**src/pkg/hbf_regs.vh**
```
// constants for the h-bridge fault and slew control block
`ifndef HBF_REGS_VH
`define HBF_REGS_VH

// ----------------------------------------
// timing
// ----------------------------------------
`define HBF_CLK_NS       8
`define HBF_DGL_NS       1000
`define HBF_DGL_CYC      ((`HBF_DGL_NS + `HBF_CLK_NS - 1) / `HBF_CLK_NS)
`define HBF_DEAD_BASE_NS 500
`define HBF_DEAD_STEP_NS 400
`define HBF_OCP_NS       3000
`define HBF_OCP_CYC      ((`HBF_OCP_NS + `HBF_CLK_NS - 1) / `HBF_CLK_NS)
`define HBF_WAKE_NS      1000
`define HBF_WAKE_CYC     ((`HBF_WAKE_NS + `HBF_CLK_NS - 1) / `HBF_CLK_NS)
`define HBF_RETRY_NS     4000000
`define HBF_RETRY_CYC    ((`HBF_RETRY_NS + `HBF_CLK_NS - 1) / `HBF_CLK_NS)

// ----------------------------------------
// register map
// ----------------------------------------
`define HBF_A_CTRL   8'h00
`define HBF_A_STAT   8'h04
`define HBF_A_SLEW   8'h08
`define HBF_C_SLEW   2:0
`define HBF_C_OCPM   4:3
`define HBF_C_CPDIS  5
`define HBF_C_CLR    6
`define HBF_C_MODE   8:7
`define HBF_CTRL_RST 9'h000
`define HBF_SYNC_RST 12'h200
`define HBF_RESP_OK  2'h0
`define HBF_RESP_ERR 2'h2

// ----------------------------------------
// encodings
// ----------------------------------------
`define HBF_OCP_LATCH  2'h0
`define HBF_OCP_RETRY  2'h1
`define HBF_OCP_REPORT 2'h2
`define HBF_OCP_OFF    2'h3
`define HBF_MODE_INDEP 2'h2
`define HBF_SR_FAST    3'h0
`define HBF_SR_MID     3'h3
`define HBF_SR_SLOW    3'h7

`endif

```
**src/verilog/hbf_fault_slew.v**
```verilog
// h-bridge drive sequencing, fault protection and register slave
//
// The register offsets and the AXI4-Lite slave port are this design's own decisions.
`timescale 1ns/100ps
`default_nettype none
`include "hbf_regs.vh"

// Operation
// serial variant: slew code from register field
// strap tied low selects fastest slew
// strap floating mid, tied high slowest
// hold output high-impedance dead interval first
// dead interval grows with slower slew
// deglitch drive inputs before use
// conducting transistor off before another on
// fault line low while fault present
// fault line low until core ready
// sleep while sleep input low
// no readback data during sleep
// controller prefers clear bit over sleep
// supply undervoltage: outputs, pump off, latch
// supply undervoltage recovers; bit stays latched
// pump undervoltage: outputs off, latch, recover
// pump undervoltage ignored when disable set
// filtered overcurrent disables affected bridge; outside independent mode the code disables both bridges
// overcurrent mode reset default is latched
// latched mode: resume after clear, condition gone
// retry mode: resume after retry time
// report mode: keep driving, report until cleared
// independent mode handles bridges separately
// disabled mode ignores overcurrent
// release line only when nothing pending
module hbf_fault_slew #(
  parameter RETRY_CYC = `HBF_RETRY_CYC
) (
  input  wire        aclk,
  input  wire        aresetn,
  input  wire [7:0]  s_axi_awaddr,
  input  wire        s_axi_awvalid,
  output wire        s_axi_awready,
  input  wire [31:0] s_axi_wdata,
  input  wire [3:0]  s_axi_wstrb,
  input  wire        s_axi_wvalid,
  output wire        s_axi_wready,
  output reg  [1:0]  s_axi_bresp,
  output reg         s_axi_bvalid,
  input  wire        s_axi_bready,
  input  wire [7:0]  s_axi_araddr,
  input  wire        s_axi_arvalid,
  output wire        s_axi_arready,
  output reg  [31:0] s_axi_rdata,
  output reg  [1:0]  s_axi_rresp,
  output reg         s_axi_rvalid,
  input  wire        s_axi_rready,
  input  wire [1:0]  drive_inputs,
  input  wire        sleep_input_n,
  input  wire        serial_variant,
  input  wire        slew_pin_low,
  input  wire        slew_pin_high,
  input  wire        motor_supply_uv,
  input  wire        pump_voltage_uv,
  input  wire [3:0]  fet_overcurrent,
  output wire [1:0]  gate_high,
  output wire [1:0]  gate_low,
  output reg         pump_enable,
  output wire        fault_line_n_o,
  output reg         fault_line_n_oe,
  output reg  [2:0]  slew_code,
  output reg         sleep_active
);

  // ----------------------------------------
  // functions
  // ----------------------------------------
  function [8:0] dead_cyc;
    input [2:0] code;
    integer     ns;
    integer     cyc;
    begin
      ns       = `HBF_DEAD_BASE_NS + code * `HBF_DEAD_STEP_NS;
      cyc      = ((ns + `HBF_CLK_NS - 1) / `HBF_CLK_NS) - 1;
      dead_cyc = cyc[8:0];
    end
  endfunction

  localparam ST_OFF  = 2'h0;
  localparam ST_HS   = 2'h1;
  localparam ST_LS   = 2'h2;
  localparam ST_DEAD = 2'h3;

  localparam integer DGL_I    = `HBF_DGL_CYC - 1;
  localparam integer OCP_I    = `HBF_OCP_CYC - 1;
  localparam integer WAKE_I   = `HBF_WAKE_CYC - 1;
  localparam integer RTY_I    = RETRY_CYC - 1;
  localparam [7:0]   DGL_MAX  = DGL_I[7:0];
  localparam [8:0]   OCP_MAX  = OCP_I[8:0];
  localparam [7:0]   WAKE_MAX = WAKE_I[7:0];
  localparam [19:0]  RTY_MAX  = RTY_I[19:0];

  // ----------------------------------------
  // pin synchronisers
  // ----------------------------------------
  reg [11:0] meta_r;
  reg [11:0] sync_r;

  always @(posedge aclk) begin
    if (!aresetn) begin
      // sleep bit starts at its idle level: no false sleep after reset
      meta_r <= `HBF_SYNC_RST;
      sync_r <= `HBF_SYNC_RST;
    end else begin
      meta_r <= {drive_inputs, sleep_input_n, serial_variant,
                 slew_pin_low, slew_pin_high, motor_supply_uv,
                 pump_voltage_uv, fet_overcurrent};
      sync_r <= meta_r;
    end
  end

  wire [1:0] in_s    = sync_r[11:10];
  wire       awake_s = sync_r[9];
  wire       ser_s   = sync_r[8];
  wire       sr_lo_s = sync_r[7];
  wire       sr_hi_s = sync_r[6];
  wire       vm_uv_s = sync_r[5];
  wire       cp_uv_s = sync_r[4];
  wire [3:0] oc_s    = sync_r[3:0];

  // ----------------------------------------
  // registers and bus slave
  // ----------------------------------------
  reg  [8:0] ctrl_r;
  reg        clr_r;
  reg        core_rdy_r;
  reg        flt_sum_r;
  reg        vm_uv_lat_r;
  reg        cp_uv_lat_r;
  reg        ocp_lat_r;
  reg  [3:0] fet_lat_r;
  wire [1:0] oc_hold;
  wire [1:0] oc_off;

  wire wr_go = s_axi_awvalid & s_axi_wvalid & ~s_axi_bvalid;
  wire rd_go = s_axi_arvalid & ~s_axi_rvalid;

  assign s_axi_awready = wr_go;
  assign s_axi_wready  = wr_go;
  assign s_axi_arready = rd_go;

  wire [31:0] stat_w = {19'h00000, slew_code, sleep_active, core_rdy_r,
                        fet_lat_r, ocp_lat_r, cp_uv_lat_r, vm_uv_lat_r,
                        flt_sum_r};

  always @(posedge aclk) begin
    if (!aresetn) begin
      ctrl_r       <= `HBF_CTRL_RST;
      clr_r        <= 1'b0;
      s_axi_bvalid <= 1'b0;
      s_axi_bresp  <= `HBF_RESP_OK;
    end else begin
      clr_r <= 1'b0;
      if (s_axi_bvalid && s_axi_bready) begin
        s_axi_bvalid <= 1'b0;
      end
      if (wr_go) begin
        s_axi_bvalid <= 1'b1;
        s_axi_bresp  <= `HBF_RESP_ERR;
        if (s_axi_awaddr == `HBF_A_CTRL) begin
          s_axi_bresp <= `HBF_RESP_OK;
          if (s_axi_wstrb[0]) begin
            ctrl_r[5:0] <= s_axi_wdata[5:0];
            ctrl_r[7]   <= s_axi_wdata[7];
            clr_r       <= s_axi_wdata[`HBF_C_CLR];
          end
          if (s_axi_wstrb[1]) begin
            ctrl_r[8] <= s_axi_wdata[8];
          end
        end else if (s_axi_awaddr == `HBF_A_STAT ||
                     s_axi_awaddr == `HBF_A_SLEW) begin
          s_axi_bresp <= `HBF_RESP_OK;
        end
      end
    end
  end

  always @(posedge aclk) begin
    if (!aresetn) begin
      s_axi_rvalid <= 1'b0;
      s_axi_rdata  <= 32'h00000000;
      s_axi_rresp  <= `HBF_RESP_OK;
    end else begin
      if (s_axi_rvalid && s_axi_rready) begin
        s_axi_rvalid <= 1'b0;
      end
      if (rd_go) begin
        s_axi_rvalid <= 1'b1;
        s_axi_rresp  <= `HBF_RESP_OK;
        s_axi_rdata  <= 32'h00000000;
        if (sleep_active) begin
          s_axi_rresp <= `HBF_RESP_ERR;
        end else if (s_axi_araddr == `HBF_A_CTRL) begin
          s_axi_rdata <= {23'h000000, ctrl_r};
        end else if (s_axi_araddr == `HBF_A_STAT) begin
          s_axi_rdata <= stat_w;
        end else if (s_axi_araddr == `HBF_A_SLEW) begin
          s_axi_rdata <= {23'h000000, dead_cyc(slew_code)};
        end else begin
          s_axi_rresp <= `HBF_RESP_ERR;
        end
      end
    end
  end

  // ----------------------------------------
  // sleep, wake-up and slew selection
  // ----------------------------------------
  reg  [7:0] wake_r;
  wire       core_rst = ~aresetn | ~awake_s;

  always @(posedge aclk) begin
    if (core_rst) begin
      wake_r     <= 8'h00;
      core_rdy_r <= 1'b0;
    end else if (!core_rdy_r) begin
      wake_r <= wake_r + 8'h01;
      if (wake_r == WAKE_MAX) begin
        core_rdy_r <= 1'b1;
      end
    end
  end

  always @(posedge aclk) begin
    if (!aresetn) begin
      sleep_active <= 1'b0;
      slew_code    <= `HBF_SR_FAST;
    end else begin
      sleep_active <= ~awake_s;
      if (ser_s) begin
        slew_code <= ctrl_r[`HBF_C_SLEW];
      end else if (sr_lo_s) begin
        slew_code <= `HBF_SR_FAST;
      end else if (sr_hi_s) begin
        slew_code <= `HBF_SR_SLOW;
      end else begin
        slew_code <= `HBF_SR_MID;
      end
    end
  end

  // ----------------------------------------
  // undervoltage and summary status
  // ----------------------------------------
  wire cp_uv_act = cp_uv_s & ~ctrl_r[`HBF_C_CPDIS];
  wire [3:0] oc_det_w;
  wire oc_new    = |oc_det_w & (ctrl_r[`HBF_C_OCPM] != `HBF_OCP_OFF);

  always @(posedge aclk) begin
    if (core_rst) begin
      flt_sum_r   <= 1'b0;
      vm_uv_lat_r <= 1'b0;
      cp_uv_lat_r <= 1'b0;
      ocp_lat_r   <= 1'b0;
      fet_lat_r   <= 4'h0;
    end else begin
      // set wins over clear
      if (clr_r) begin
        flt_sum_r   <= 1'b0;
        vm_uv_lat_r <= 1'b0;
        cp_uv_lat_r <= 1'b0;
        ocp_lat_r   <= 1'b0;
        fet_lat_r   <= 4'h0;
      end
      if (vm_uv_s) begin
        vm_uv_lat_r <= 1'b1;
        flt_sum_r   <= 1'b1;
      end
      if (cp_uv_act) begin
        cp_uv_lat_r <= 1'b1;
        flt_sum_r   <= 1'b1;
      end
      if (oc_new) begin
        ocp_lat_r <= 1'b1;
        flt_sum_r <= 1'b1;
        fet_lat_r <= (clr_r ? 4'h0 : fet_lat_r) | oc_det_w;
      end
    end
  end

  // ----------------------------------------
  // overcurrent filters, one per transistor
  // ----------------------------------------
  genvar f;
  generate
    for (f = 0; f < 4; f = f + 1) begin : g_ocf
      reg [8:0] cnt_r;
      always @(posedge aclk) begin
        if (core_rst || !oc_s[f]) begin
          cnt_r <= 9'h000;
        end else if (cnt_r != OCP_MAX) begin
          cnt_r <= cnt_r + 9'h001;
        end
      end
      assign oc_det_w[f] = oc_s[f] && (cnt_r == OCP_MAX);
    end
  endgenerate

  // ----------------------------------------
  // overcurrent response, one per half-bridge
  // ----------------------------------------
  wire       indep  = (ctrl_r[`HBF_C_MODE] == `HBF_MODE_INDEP);
  wire [1:0] ocm    = ctrl_r[`HBF_C_OCPM];
  wire [1:0] hb_oc  = {oc_det_w[3] | oc_det_w[2], oc_det_w[1] | oc_det_w[0]};
  wire       any_oc = |hb_oc;

  genvar b;
  generate
    for (b = 0; b < 2; b = b + 1) begin : g_ocr
      reg        hold_r;
      reg [19:0] rty_r;
      // in independent mode only the faulted bridge trips
      wire hit  = indep ? hb_oc[b] : any_oc;
      wire gone = indep ? ~hb_oc[b] : ~any_oc;
      always @(posedge aclk) begin
        if (core_rst) begin
          hold_r <= 1'b0;
          rty_r  <= 20'h00000;
        end else if (hit && ocm != `HBF_OCP_OFF) begin
          hold_r <= 1'b1;
          rty_r  <= 20'h00000;
        end else if (hold_r) begin
          if (ocm == `HBF_OCP_RETRY) begin
            if (rty_r != RTY_MAX) begin
              rty_r <= rty_r + 20'h00001;
            end else if (gone) begin
              hold_r <= 1'b0;
            end
          end else if (ocm == `HBF_OCP_OFF) begin
            hold_r <= 1'b0;
          end else if (clr_r && gone) begin
            hold_r <= 1'b0;
          end
        end
      end
      assign oc_hold[b] = hold_r;
      // report mode keeps the bridge driving
      assign oc_off[b]  = hold_r && (ocm != `HBF_OCP_REPORT);
    end
  endgenerate

  // ----------------------------------------
  // fault line and charge pump
  // ----------------------------------------
  assign fault_line_n_o = 1'b0;

  always @(posedge aclk) begin
    if (!aresetn) begin
      fault_line_n_oe <= 1'b1;
      pump_enable     <= 1'b0;
    end else begin

      fault_line_n_oe <= ~core_rdy_r | vm_uv_s | cp_uv_act | (|oc_hold);
      pump_enable     <= core_rdy_r & ~vm_uv_s;
    end
  end

  // ----------------------------------------
  // deglitch and half-bridge sequencing
  // ----------------------------------------
  wire drive_ok = core_rdy_r & ~vm_uv_s & ~cp_uv_act;

  generate
    for (b = 0; b < 2; b = b + 1) begin : g_hb
      reg [7:0] dgl_r;
      reg       in_r;
      reg [1:0] st_r;
      reg [8:0] dead_r;
      reg       tgt_r;

      always @(posedge aclk) begin
        if (core_rst) begin
          dgl_r <= 8'h00;
          in_r  <= 1'b0;
        end else if (in_s[b] == in_r) begin
          dgl_r <= 8'h00;
        end else if (dgl_r == DGL_MAX) begin
          in_r  <= in_s[b];
          dgl_r <= 8'h00;
        end else begin
          dgl_r <= dgl_r + 8'h01;
        end
      end

      always @(posedge aclk) begin
        if (core_rst || !drive_ok || oc_off[b]) begin
          st_r   <= ST_OFF;
          dead_r <= 9'h000;
          tgt_r  <= 1'b0;
        end else begin
          case (st_r)
            ST_OFF: begin
              st_r   <= ST_DEAD;
              tgt_r  <= in_r;
              dead_r <= dead_cyc(slew_code);
            end
            ST_HS: begin
              if (!in_r) begin
                st_r   <= ST_DEAD;
                tgt_r  <= 1'b0;
                dead_r <= dead_cyc(slew_code);
              end
            end
            ST_LS: begin
              if (in_r) begin
                st_r   <= ST_DEAD;
                tgt_r  <= 1'b1;
                dead_r <= dead_cyc(slew_code);
              end
            end
            ST_DEAD: begin
              if (dead_r != 9'h000) begin
                dead_r <= dead_r - 9'h001;
              end else begin
                st_r <= tgt_r ? ST_HS : ST_LS;
              end
            end
            default: begin
              st_r <= ST_OFF;
            end
          endcase
        end
      end

      assign gate_high[b] = (st_r == ST_HS);
      assign gate_low[b]  = (st_r == ST_LS);
    end
  endgenerate

endmodule

`default_nettype wire

```
**config.mk**
```make
export PLATFORM = sky130hd
export DESIGN_NAME = hbf_fault_slew
export DESIGN_NICKNAME = d
export VERILOG_FILES = /design/src/verilog/hbf_fault_slew.v
export VERILOG_INCLUDE_DIRS = /design/src /design/src/pkg
export SDC_FILE = /design/constraint.sdc
export NUM_CORES = 1
export LEC_CHECK = 0
export BUFFER_PORTS_ARGS = -buffer_cell sky130_fd_sc_hd__clkbuf_2
export CORE_ASPECT_RATIO = 1.1
export CORE_UTILIZATION = 54
export CTS_CLUSTER_SIZE = 25
export DETAILED_ROUTE_END_ITERATION = 12
export GPL_ROUTABILITY_DRIVEN = 0
export PLACE_DENSITY = 0.8
export SETUP_SLACK_MARGIN = 0.05
export SYNTH_ARGS = -nofsm -noshare
export SYNTH_HDL_FRONTEND = slang
export SYNTH_SLANG_ARGS = --single-unit
export TNS_END_PERCENT = 10
```
**constraint.sdc**
```tcl
create_clock -name aclk -period 2.42 [get_ports aclk]
set_clock_uncertainty 0.05 [all_clocks]
set_input_delay 0.121 -clock aclk [delete_from_list [all_inputs] [get_ports aclk]]
set_output_delay 0.121 -clock aclk [all_outputs]
set_load 0.05 [all_outputs]
```
* Word level (Yosys, flattened, before mapping) *
Cells that the tools add are included.

storage, ports and cells
  bits in registers = 214
  bits in latches = 0
  bits in writable memories = 0
  memory bits (read-only) = 0
  output and inout port bits = 52
  logic and storage cells = 251
  memories kept = 0

operators by class
  add/subtract/negate cells = 16
  multipliers = 1
  div/mod/pow operators = 0
  order comparisons = 0
  eq/ne operators = 38
  shift operators = 0
  multiplexer cells = 69
  bitwise operators = 28
  reduce and logical (&&, ||, !) cells = 60

operators with widths
  kind                   count
  $pmux 9 s4             2
  $mux 9                 7
  $add 20x1->20 const B  2
  $ne 20x19->1 const B   2
  $mux 13                3
  $add 9x1->9 const B    4
  $eq 9x9->1 const B     4
  $ne 9x9->1 const B     4
  $mux 1                 34
  $reduce_and 3->1       10
  $mux 2                 14
  $add 8x1->8 const B    3
  $eq 8x7->1 const B     3
  $reduce_bool 9->1      2
  $sub 9x1->9 const B    2
  $eq 8x3->1 const B     2
  $eq 8x4->1 const B     2
  $logic_not 8->1        2
  $ne 2x2->1 const B     8
  $pmux 2 s4             2
  $sub 14x1->15 const B  1
  $add 13x4->14 const B  1
  $add 9x12->13 const A  1
  $not 1->1              13
  25 further kinds       84

* Depth between registers and ports, before layout *
Gate-level depths: netlist of run 1.

  depth after elaboration = 12
  mapped depth = 8
  mapped depth without buffers = 7

* Least setup slack after synthesis of run 1 *
No wires, ideal clock.

  path type = register to register
  start point = reg slew_code[0]
  end point = reg g_hb[0].dead_r[7]
  data arrival time = 2385 ps
  required time = 2243 ps
  slack = -142 ps
  stages on the path, launching flop included = 8
  path buffers = 1
  period minus slack after synthesis = 2562 ps
  cell sequence = dfxtp_1 > clkbuf_1 > inv_1 > ha_1 > o41ai_1 > xnor2_1 > nor4_1 > or3_1

between the ends
  longest elaborated chain between the ends = 9
  elaborated cells between the ends (all ways) = 10

RTL lines
  element                    RTL line                                    RTL
  from (decl)                hbf_fault_slew.v:68                         output reg [2:0] slew_code,
  from (signal assigned)     hbf_fault_slew.v:234                        slew_code <= `HBF_SR_FAST;
  from (signal assigned)     hbf_fault_slew.v:238                        slew_code <= ctrl_r[`HBF_C_SLEW];
  from (signal assigned)     hbf_fault_slew.v:240                        slew_code <= `HBF_SR_FAST;
  $mul 3x5->8 (no line) *    n/a
  $add 9x12->13 (no line) *  n/a
  $add 13x4->14 (no line) *  n/a
  $sub 14x1->15 *            hbf_fault_slew.v:81                         cyc = ((ns + `HBF_CLK_NS - 1) / `HBF_CLK_NS) - 1;
  $and 1x1->1 (no line)      n/a
  $add 9x1->9 (no line) *    n/a
  $sub 9x2->9 *              hbf_fault_slew.v:81
  $mux 9 (on tied branches)  hbf_fault_slew.v:412, hbf_fault_slew.v:405
  $pmux 9 s4 *               hbf_fault_slew.v:398                        case (st_r)
  to (signal assigned)       hbf_fault_slew.v:402                        dead_r <= dead_cyc(slew_code);
  to (signal assigned)       hbf_fault_slew.v:415                        dead_r <= dead_cyc(slew_code);
  to (signal assigned)       hbf_fault_slew.v:420                        dead_r <= dead_r - 9'h001;
  to (decl)                  hbf_fault_slew.v:375                        reg [8:0] dead_r;

Mark *: on every way between the ends. The rest lies on a longest branch, timed or not. The select of a mux whose other input is x is not followed.
A chain may end at the register's enable or synchronous reset.

* Final worst setup path of run 1 *
  start point = reg slew_code[1]
  end point = reg g_hb[0].dead_r[7]

Same word-level chain as after synthesis.

==> results by group, run 1 <==
Power
  – Power Total: ~6800 uW
  – Cell Pwr Density: roughly 640 nW/um^2
  – Pleak: between 0.004 and 0.005 uW
  – VDD IR max: approximately 0.00055 V

Detailed routing
  – First-pass iteration count of the detailed router: 9
  – DR DRC count: 6
  – Drt first-iter violations: between 400 and 500
  – ANT nets after route: 0
  – Vias: ~7500
  – Detailed-route wire length: about 20 mm
  – Routed length per instance: roughly 15 um
  – Via/cell ratio: approximately 5.6

Global routing
  – Grt total ovfl: 0
  – Vias in the first global route: around 7000
  – Largest net degree at the start of global routing: 55
  – Total GRT Usage: 0.235
  – First-pass GRT wire length: 32.5 mm
  – Initial antenna violation count: 0

Timing
  – Worst relative slew slack: 0.598
  – Setup violations, final: 0
  – Final Hold Viols: 0
  – Tmin final: between 2 and 2.5 ns
  – Slew @ Worst Pin: around 0.60 ns
  – Total negative setup slack: 0 ns
  – RSZ-0062 raised after global routing: false
  – Max Transition Viols Final: 0
  – Final worst path period share: 0.893
  – Max Clock Freq: between 400 and 500 MHz

Worst setup path
  – CP Buf/Inv Count: 1
  – CP Max Fanout: 6
  – Crit end category: register
  – Worst R2R Path Depth: 6
  – Worst EP arrival: around 2.4 ns
  – Levels on crit path: 6
  – Slowest-stage cell, CP: o41ai_1
  – R2r setup slk: around 0.26 ns
  – CP required: approximately 2.7 ns
  – Top delay family on crit path: simple AND/OR/NAND/NOR gates
  – Worst Setup Start Kind: register
  – Critical path type: register to register
  – Worst path cell trace: inv_1 > ha_1 > o41ai_1 > xnor2_1 > nor4_1 > or3_1
  – Max stage delay on crit path: between 0.4 and 0.5 ns

Synth
  – Distinct cell type count after synthesis: 75
  – Main flop type after synthesis: dfxtp_1
  – Ys async rst share: 0
  – Synthesized area: between 9000 and 10000 sq um
  – Mapped Cells: roughly 1000
  – Syn avg cell area: 8.86 sq um
  – EDFF count, synth: 0
  – #FFs+latches synth: 192
  – Yosys warning count: 0
  – Sequential-to-total area share from yosys stat: 0.425

Place
  – Placed Instances: approximately 1300
  – Placed Area: ~9600 sq um
  – Buffers on Ports: 74
  – Detailed-placement wirelength estimate: 13.3 mm

CTS
  – Total CTS buffers: 17
  – Clock Latency Late Sink: about 0.43 ns
  – # resized after CTS: 0
  – TritonCTS Sinks: 192
  – CTS tree: built
  – Worst-path clk slew: approximately 0.070 ns
  – Clock Tree Root: clkbuf_16
  – H-tree levels: 4
  – CTS Buffer Depth: 2

Min path
  – WHS Path Cells: 3
  – Min-Delay Path Class: input port to register

Outcome
  – Outcome: complete, but fails checks
  – Failing checks: DRC

Floorplanning
  – Vert. Die Dim: 138 um
  – IO Count: 123
  – Starting Density: 0.552
  – Core area: 16400 sq um
  – Die area: approximately 17000 sq um
  – Die W: approximately 130 um
  – Row Count: just under 50

Cells and area
  – Layout cells sized above 1: 0.137
  – Final nets: ~1200
  – Antenna Cells: 0
  – Layout overhead on the synthesized area: 16.9%
  – Design area: 10600 sq um
  – Final non-filler cell total: ~1400

Flow run
  – Max_cap viols: 0
[tightest hold or removal path, cell delays in order]
cell	delay, ns
clkbuf_2	0.17
nand2_1	0.09
a21oi_1	0.06
[synthesized netlist by cell type (7+ instances only)]
master,instances,share of area
dfxtp_1,192,0.43
nor2_1,131,0.054
nand2_1,52,0.022
xor2_1,52,0.050
nand3_1,44,0.024
nor3_1,43,0.024
inv_1,42,0.017
a21oi_1,37,0.020
o21ai_0,36,0.020
ha_1,33,0.046
xnor2_1,32,0.031
nor2b_1,29,0.020
and2_1,28,0.019
buf_4,26,0.022
and3_1,23,0.016
nand4_1,22,0.015
clkbuf_1,20,0.0083
mux2i_1,18,0.020
o211ai_1,10,0.0083
a32oi_1,9,0.0087
or3_1,9,0.0062
nand2b_1,8,0.0055
nor4_1,8,0.0055
a22oi_1,7,0.0058
[kinds of logic (layout without fill, tap and decap cells)]
logic type                 after synthesis  count (layout)  synth area share
other                                    1              23          0.000415
AOI/OAI and AO/OA                      145             145             0.106
muxes                                   20              20            0.0224
buffers and inverters                   98             204            0.0562
xor gates and xnor gates                84              84            0.0814
DFF                                    192             192             0.425
and+or+nand+nor                        447             447             0.263
adders and majority gates               33              33            0.0457
[final cells by class]
cell class	instances	area, sq um
Multi-Input combinational cell	752	4770
Fill cell	1302	5800
Clock buffer	20	467
Tap cell	204	255
Inverter	43	161
Timing Repair Buffer	130	863
Sequential cell	192	3850
Clock inverter	11	201
[cell usage in the layout, fill, tap and decap left out, drive strengths merged, types with 9 or more instances in the layout]
master       instances
dfxtp              192
nor4                11
and2                28
xor2                52
nand2               52
buf                 27
o21ai               37
nand4               23
and3                24
nor2b               29
inv                 45
nand3               44
ha                  33
conb                23
a32oi                9
o211ai              10
nor2               131
dlygate4sd3         29
mux2i               18
a21oi               37
xnor2               32
clkbuf              94
or3                  9
nor3                48
[metal layers]
| layer | global-route usage | wire [um] | vias to the layer above |
|---|---|---|---|
| li1 | - | - | 3748 |
| met1 | 0.284 | 8790 | 3543 |
| met2 | 0.417 | 9790 | 215 |
| met3 | 0.0435 | 972 | 37 |
| met4 | 0.0881 | 442 | 0 |
| met5 | 0 | 0 | - |
[worst paths after layout]
| check | from | endpoint |
|---|---|---|
| max | slew_code[1] | g_hb[0].dead_r[7] |
| min | s_axi_araddr[3] | s_axi_rresp[1] |
| max reg2reg | slew_code[1] | g_hb[0].dead_r[7] |
| min reg2reg | meta_r[9] | sync_r[9] |
[stage by stage]
| step | util | worst slack, ns | hold WS (ns) |
|---|---|---|---|
| floorplan | - | 0.0593 | 0.172 |
| global placement | 0.587 | 0.311 | 0.281 |
| detailed placement | 0.587 | 0.261 | 0.281 |
| CTS | 0.646 | 0.232 | 0.00978 |
| global route | 0.646 | 0.0664 | 0.0451 |
| finish | 0.646 | 0.259 | 0.0217 |
[sequential cells by signal, summed over array words and instances, names as in the netlist, 2 cells and up]
signal	flops
g_ocr.hold_r	2
g_hb.dead_r	18
g_ocf.cnt_r	36
s_axi_rdata	12
ctrl_r	8
wake_r	8
g_hb.in_r	2
fet_lat_r	4
g_hb.tgt_r	2
g_hb.dgl_r	16
sync_r	12
meta_r	12
slew_code	3
g_ocr.rty_r	40
g_hb.st_r	4
[power breakdown]
group,internal (uW),leakage [uW],switching [uW]
clock network,1930,0.000324,1210
logic,155,0.00232,297
registers,3200,0.00156,26.0
[timing repair]
| item | in CTS | in global routing |
|---|---|---|
| buffers inserted | 0 | 0 |
| hold endpoints to repair | 24 | 0 |
| hold buffers | 29 | 0 |
Note: power is estimated with default switching activity, not from simulation.
==> run 2, diff against run 1 <==
--- a/config.mk
+++ b/config.mk
@@ -7,12 +7,14 @@
 export NUM_CORES = 1
 export LEC_CHECK = 0
 export BUFFER_PORTS_ARGS = -buffer_cell sky130_fd_sc_hd__clkbuf_2
+export CELL_PAD_IN_SITES_DETAIL_PLACEMENT = 1
+export CELL_PAD_IN_SITES_GLOBAL_PLACEMENT = 2
 export CORE_ASPECT_RATIO = 1.1
-export CORE_UTILIZATION = 54
+export CORE_UTILIZATION = 35
 export CTS_CLUSTER_SIZE = 25
 export DETAILED_ROUTE_END_ITERATION = 12
 export GPL_ROUTABILITY_DRIVEN = 0
-export PLACE_DENSITY = 0.8
+export PLACE_DENSITY = 0.83
 export SETUP_SLACK_MARGIN = 0.05
 export SYNTH_ARGS = -nofsm -noshare
 export SYNTH_HDL_FRONTEND = slang
==> run 2 against run 1 <==
Highest routed layer unchanged. Largest cell class unchanged. The flow now finishes without violations. Sequential power about the same. Die area increased by 53%. Cell count increased by 11%. Combinational power increased by 2%. Sequential cell count unchanged. Total power decreased by 6.3%.
==> results by group, run 2 (same netlist as run 1, synthesis figures left out) <==
Worst setup path
  – Worst Setup Start Kind: register
  – Worst EP arrival: approximately 2.5 ns
  – CP Max Fanout: 9
  – CP required: between 2 and 3 ns
  – Crit end category: register
  – Critical path type: register to register

CTS
  – Worst-path clk slew: around 0.08 ns
  – CTS tree: built
  – H-tree levels: 4
  – CTS Buffer Depth: 2
  – TritonCTS Sinks: around 190
  – Clock Tree Root: clkbuf_16
  – Total CTS buffers: 17
  – Clock Latency Late Sink: approximately 0.44 ns

Timing
  – Setup violations, final: 0
  – Slew @ Worst Pin: a little under 0.6 ns
  – RSZ-0062 raised after global routing: false
  – Tmin final: between 2 and 2.5 ns
  – Post-route setup slack: about 0.21 ns
  – Total negative setup slack: 0 ns
  – Max Clock Freq: around 450 MHz
  – Max Transition Viols Final: 0
  – Final worst path period share: 0.912
  – Final Hold Viols: 0
  – Worst relative slew slack: 0.600
  – Fin Hold WS: roughly 0.029 ns

Place
  – Buffers on Ports: 74
  – Detailed-placement wirelength estimate: ~16 mm
  – DP Worst Slack: 0.244 ns

Cells and area
  – Commonest cells after routing, fill and taps aside: 189 x dfxtp_1, 131 x nor2_1, 74 x clkbuf_2
  – Filler cells: between 3000 and 4000
  – Final nets: ~1200
  – Biggest regs: g_ocr.rty_r: 40 flops, g_ocf.cnt_r: 36 flops, g_hb.dead_r: 18 flops
  – Commonest non-fill, non-tap cell in the layout: dfxtp_1
  – Top reg by flops: g_ocr.rty_r
  – Layout overhead on the synthesized area: 17.7%
  – Max FFs per register: 40
  – Antenna Cells: 0
  – Total area of sequential cells: slightly below 4000 sq um
  – Footprint of the multi-input gates: 4770 sq um
  – Layout cells sized above 1: 0.138

Detailed routing
  – Drt first-iter violations: approximately 280
  – Detailed-route wire length: about 23 mm
  – Met3 wire len: ~680 um
  – ANT nets after route: 0
  – DR DRC count: 0
  – Uppermost routed layer: met4
  – Via/cell ratio: 4.99
  – Vias: 7474
  – Metal2 WL: around 11 mm
  – Routed length per instance: roughly 15 um
  – Met1 Wirelength: 10.9 mm
  – First-pass iteration count of the detailed router: 5

Power
  – VDD IR max: approximately 0.00038 V
  – Power Total: between 6000 and 7000 uW
  – Cell Pwr Density: 599 nW/um^2
  – Pleak: 0.00415 uW

Floorplanning
  – Vert. Die Dim: 171 um
  – Core area: roughly 25000 sq um
  – Starting Density: 0.357
  – IO Count: 123
  – Die W: ~160 um
  – Die area: ~26000 sq um
  – Row Count: a little over 60

Global routing
  – Total GRT Usage: 0.180
  – Largest net degree at the start of global routing: 28
  – First-pass GRT wire length: 38.1 mm
  – Initial antenna violation count: 0
  – Vias in the first global route: about 7600
  – Grt total ovfl: 0

Min path
  – Min-Delay Path Class: input port to register

Outcome
  – Outcome: completed

Flow run
  – Max_cap viols: 0
-- run 2: report_power, final --
| part | switching [uW] | total (uW) | internal, uW |
|---|---|---|---|
| registers | 31.0 | 3230 | 3190 |
| clock network | 1340 | 2690 | 1350 |
| logic | 302 | 460 | 158 |
| total | 1670 | 6380 | 4700 |
-- run 2: timing repair --
| action | 4_1_cts | 5_1_grt |
|---|---|---|
| hold endpoints to repair | 24 | 0 |
| hold buffers | 29 | 0 |
| buffers inserted | 0 | 0 |
| resized for setup | 0 | 0 |
-- run 2: layout make-up --
cell class	instances	area share
inverter	43	0.0152
clock buffer	18	0.0403
tap	346	0.0407
timing repair buffer	132	0.0825
clock inverter	14	0.0116
sequential	192	0.361
multi-input combinational	752	0.448
-- run 2: path summary, 6_finish.rpt --
| check | endpoint | startpoint | depth (start not counted) | slack (ns) |
|---|---|---|---|---|
| worst min-delay path | s_axi_rdata[6] | s_axi_araddr[3] | 3 | 0.03 |
| worst min register to register | sync_r[9] | meta_r[9] | 1 | 0.36 |
| worst max register to register | g_hb[0].dead_r[7] | slew_code[2] | 7 | 0.21 |
| worst max-delay path | g_hb[0].dead_r[7] | slew_code[2] | 7 | 0.21 |
-- run 2: routing by layer --
| metal | vias to the layer above | GRT usage |
|---|---|---|
| li1 | 3741 | - |
| met5 | - | 0 |
| met4 | 0 | 0.0575 |
| met2 | 116 | 0.305 |
| met3 | 23 | 0.0324 |
| met1 | 3594 | 0.232 |
-- run 2: worst max-delay path: stages (launching register included) --
cell     delay (ns)
dfxtp_2        0.44
inv_1          0.11
ha_1           0.29
ha_1           0.32
o41ai_1        0.09
xnor2_1        0.33
nor4_1         0.09
or3_1          0.36
-- run 2: through the flow --
stage	utilization	instances	instance area, sq um
floorplan	-	1042	9130
global placement	0.387	1436	9800
detailed placement	0.387	1436	9800
CTS	0.420	1497	10600
global route	0.420	1497	10600
finish	0.420	1497	10600
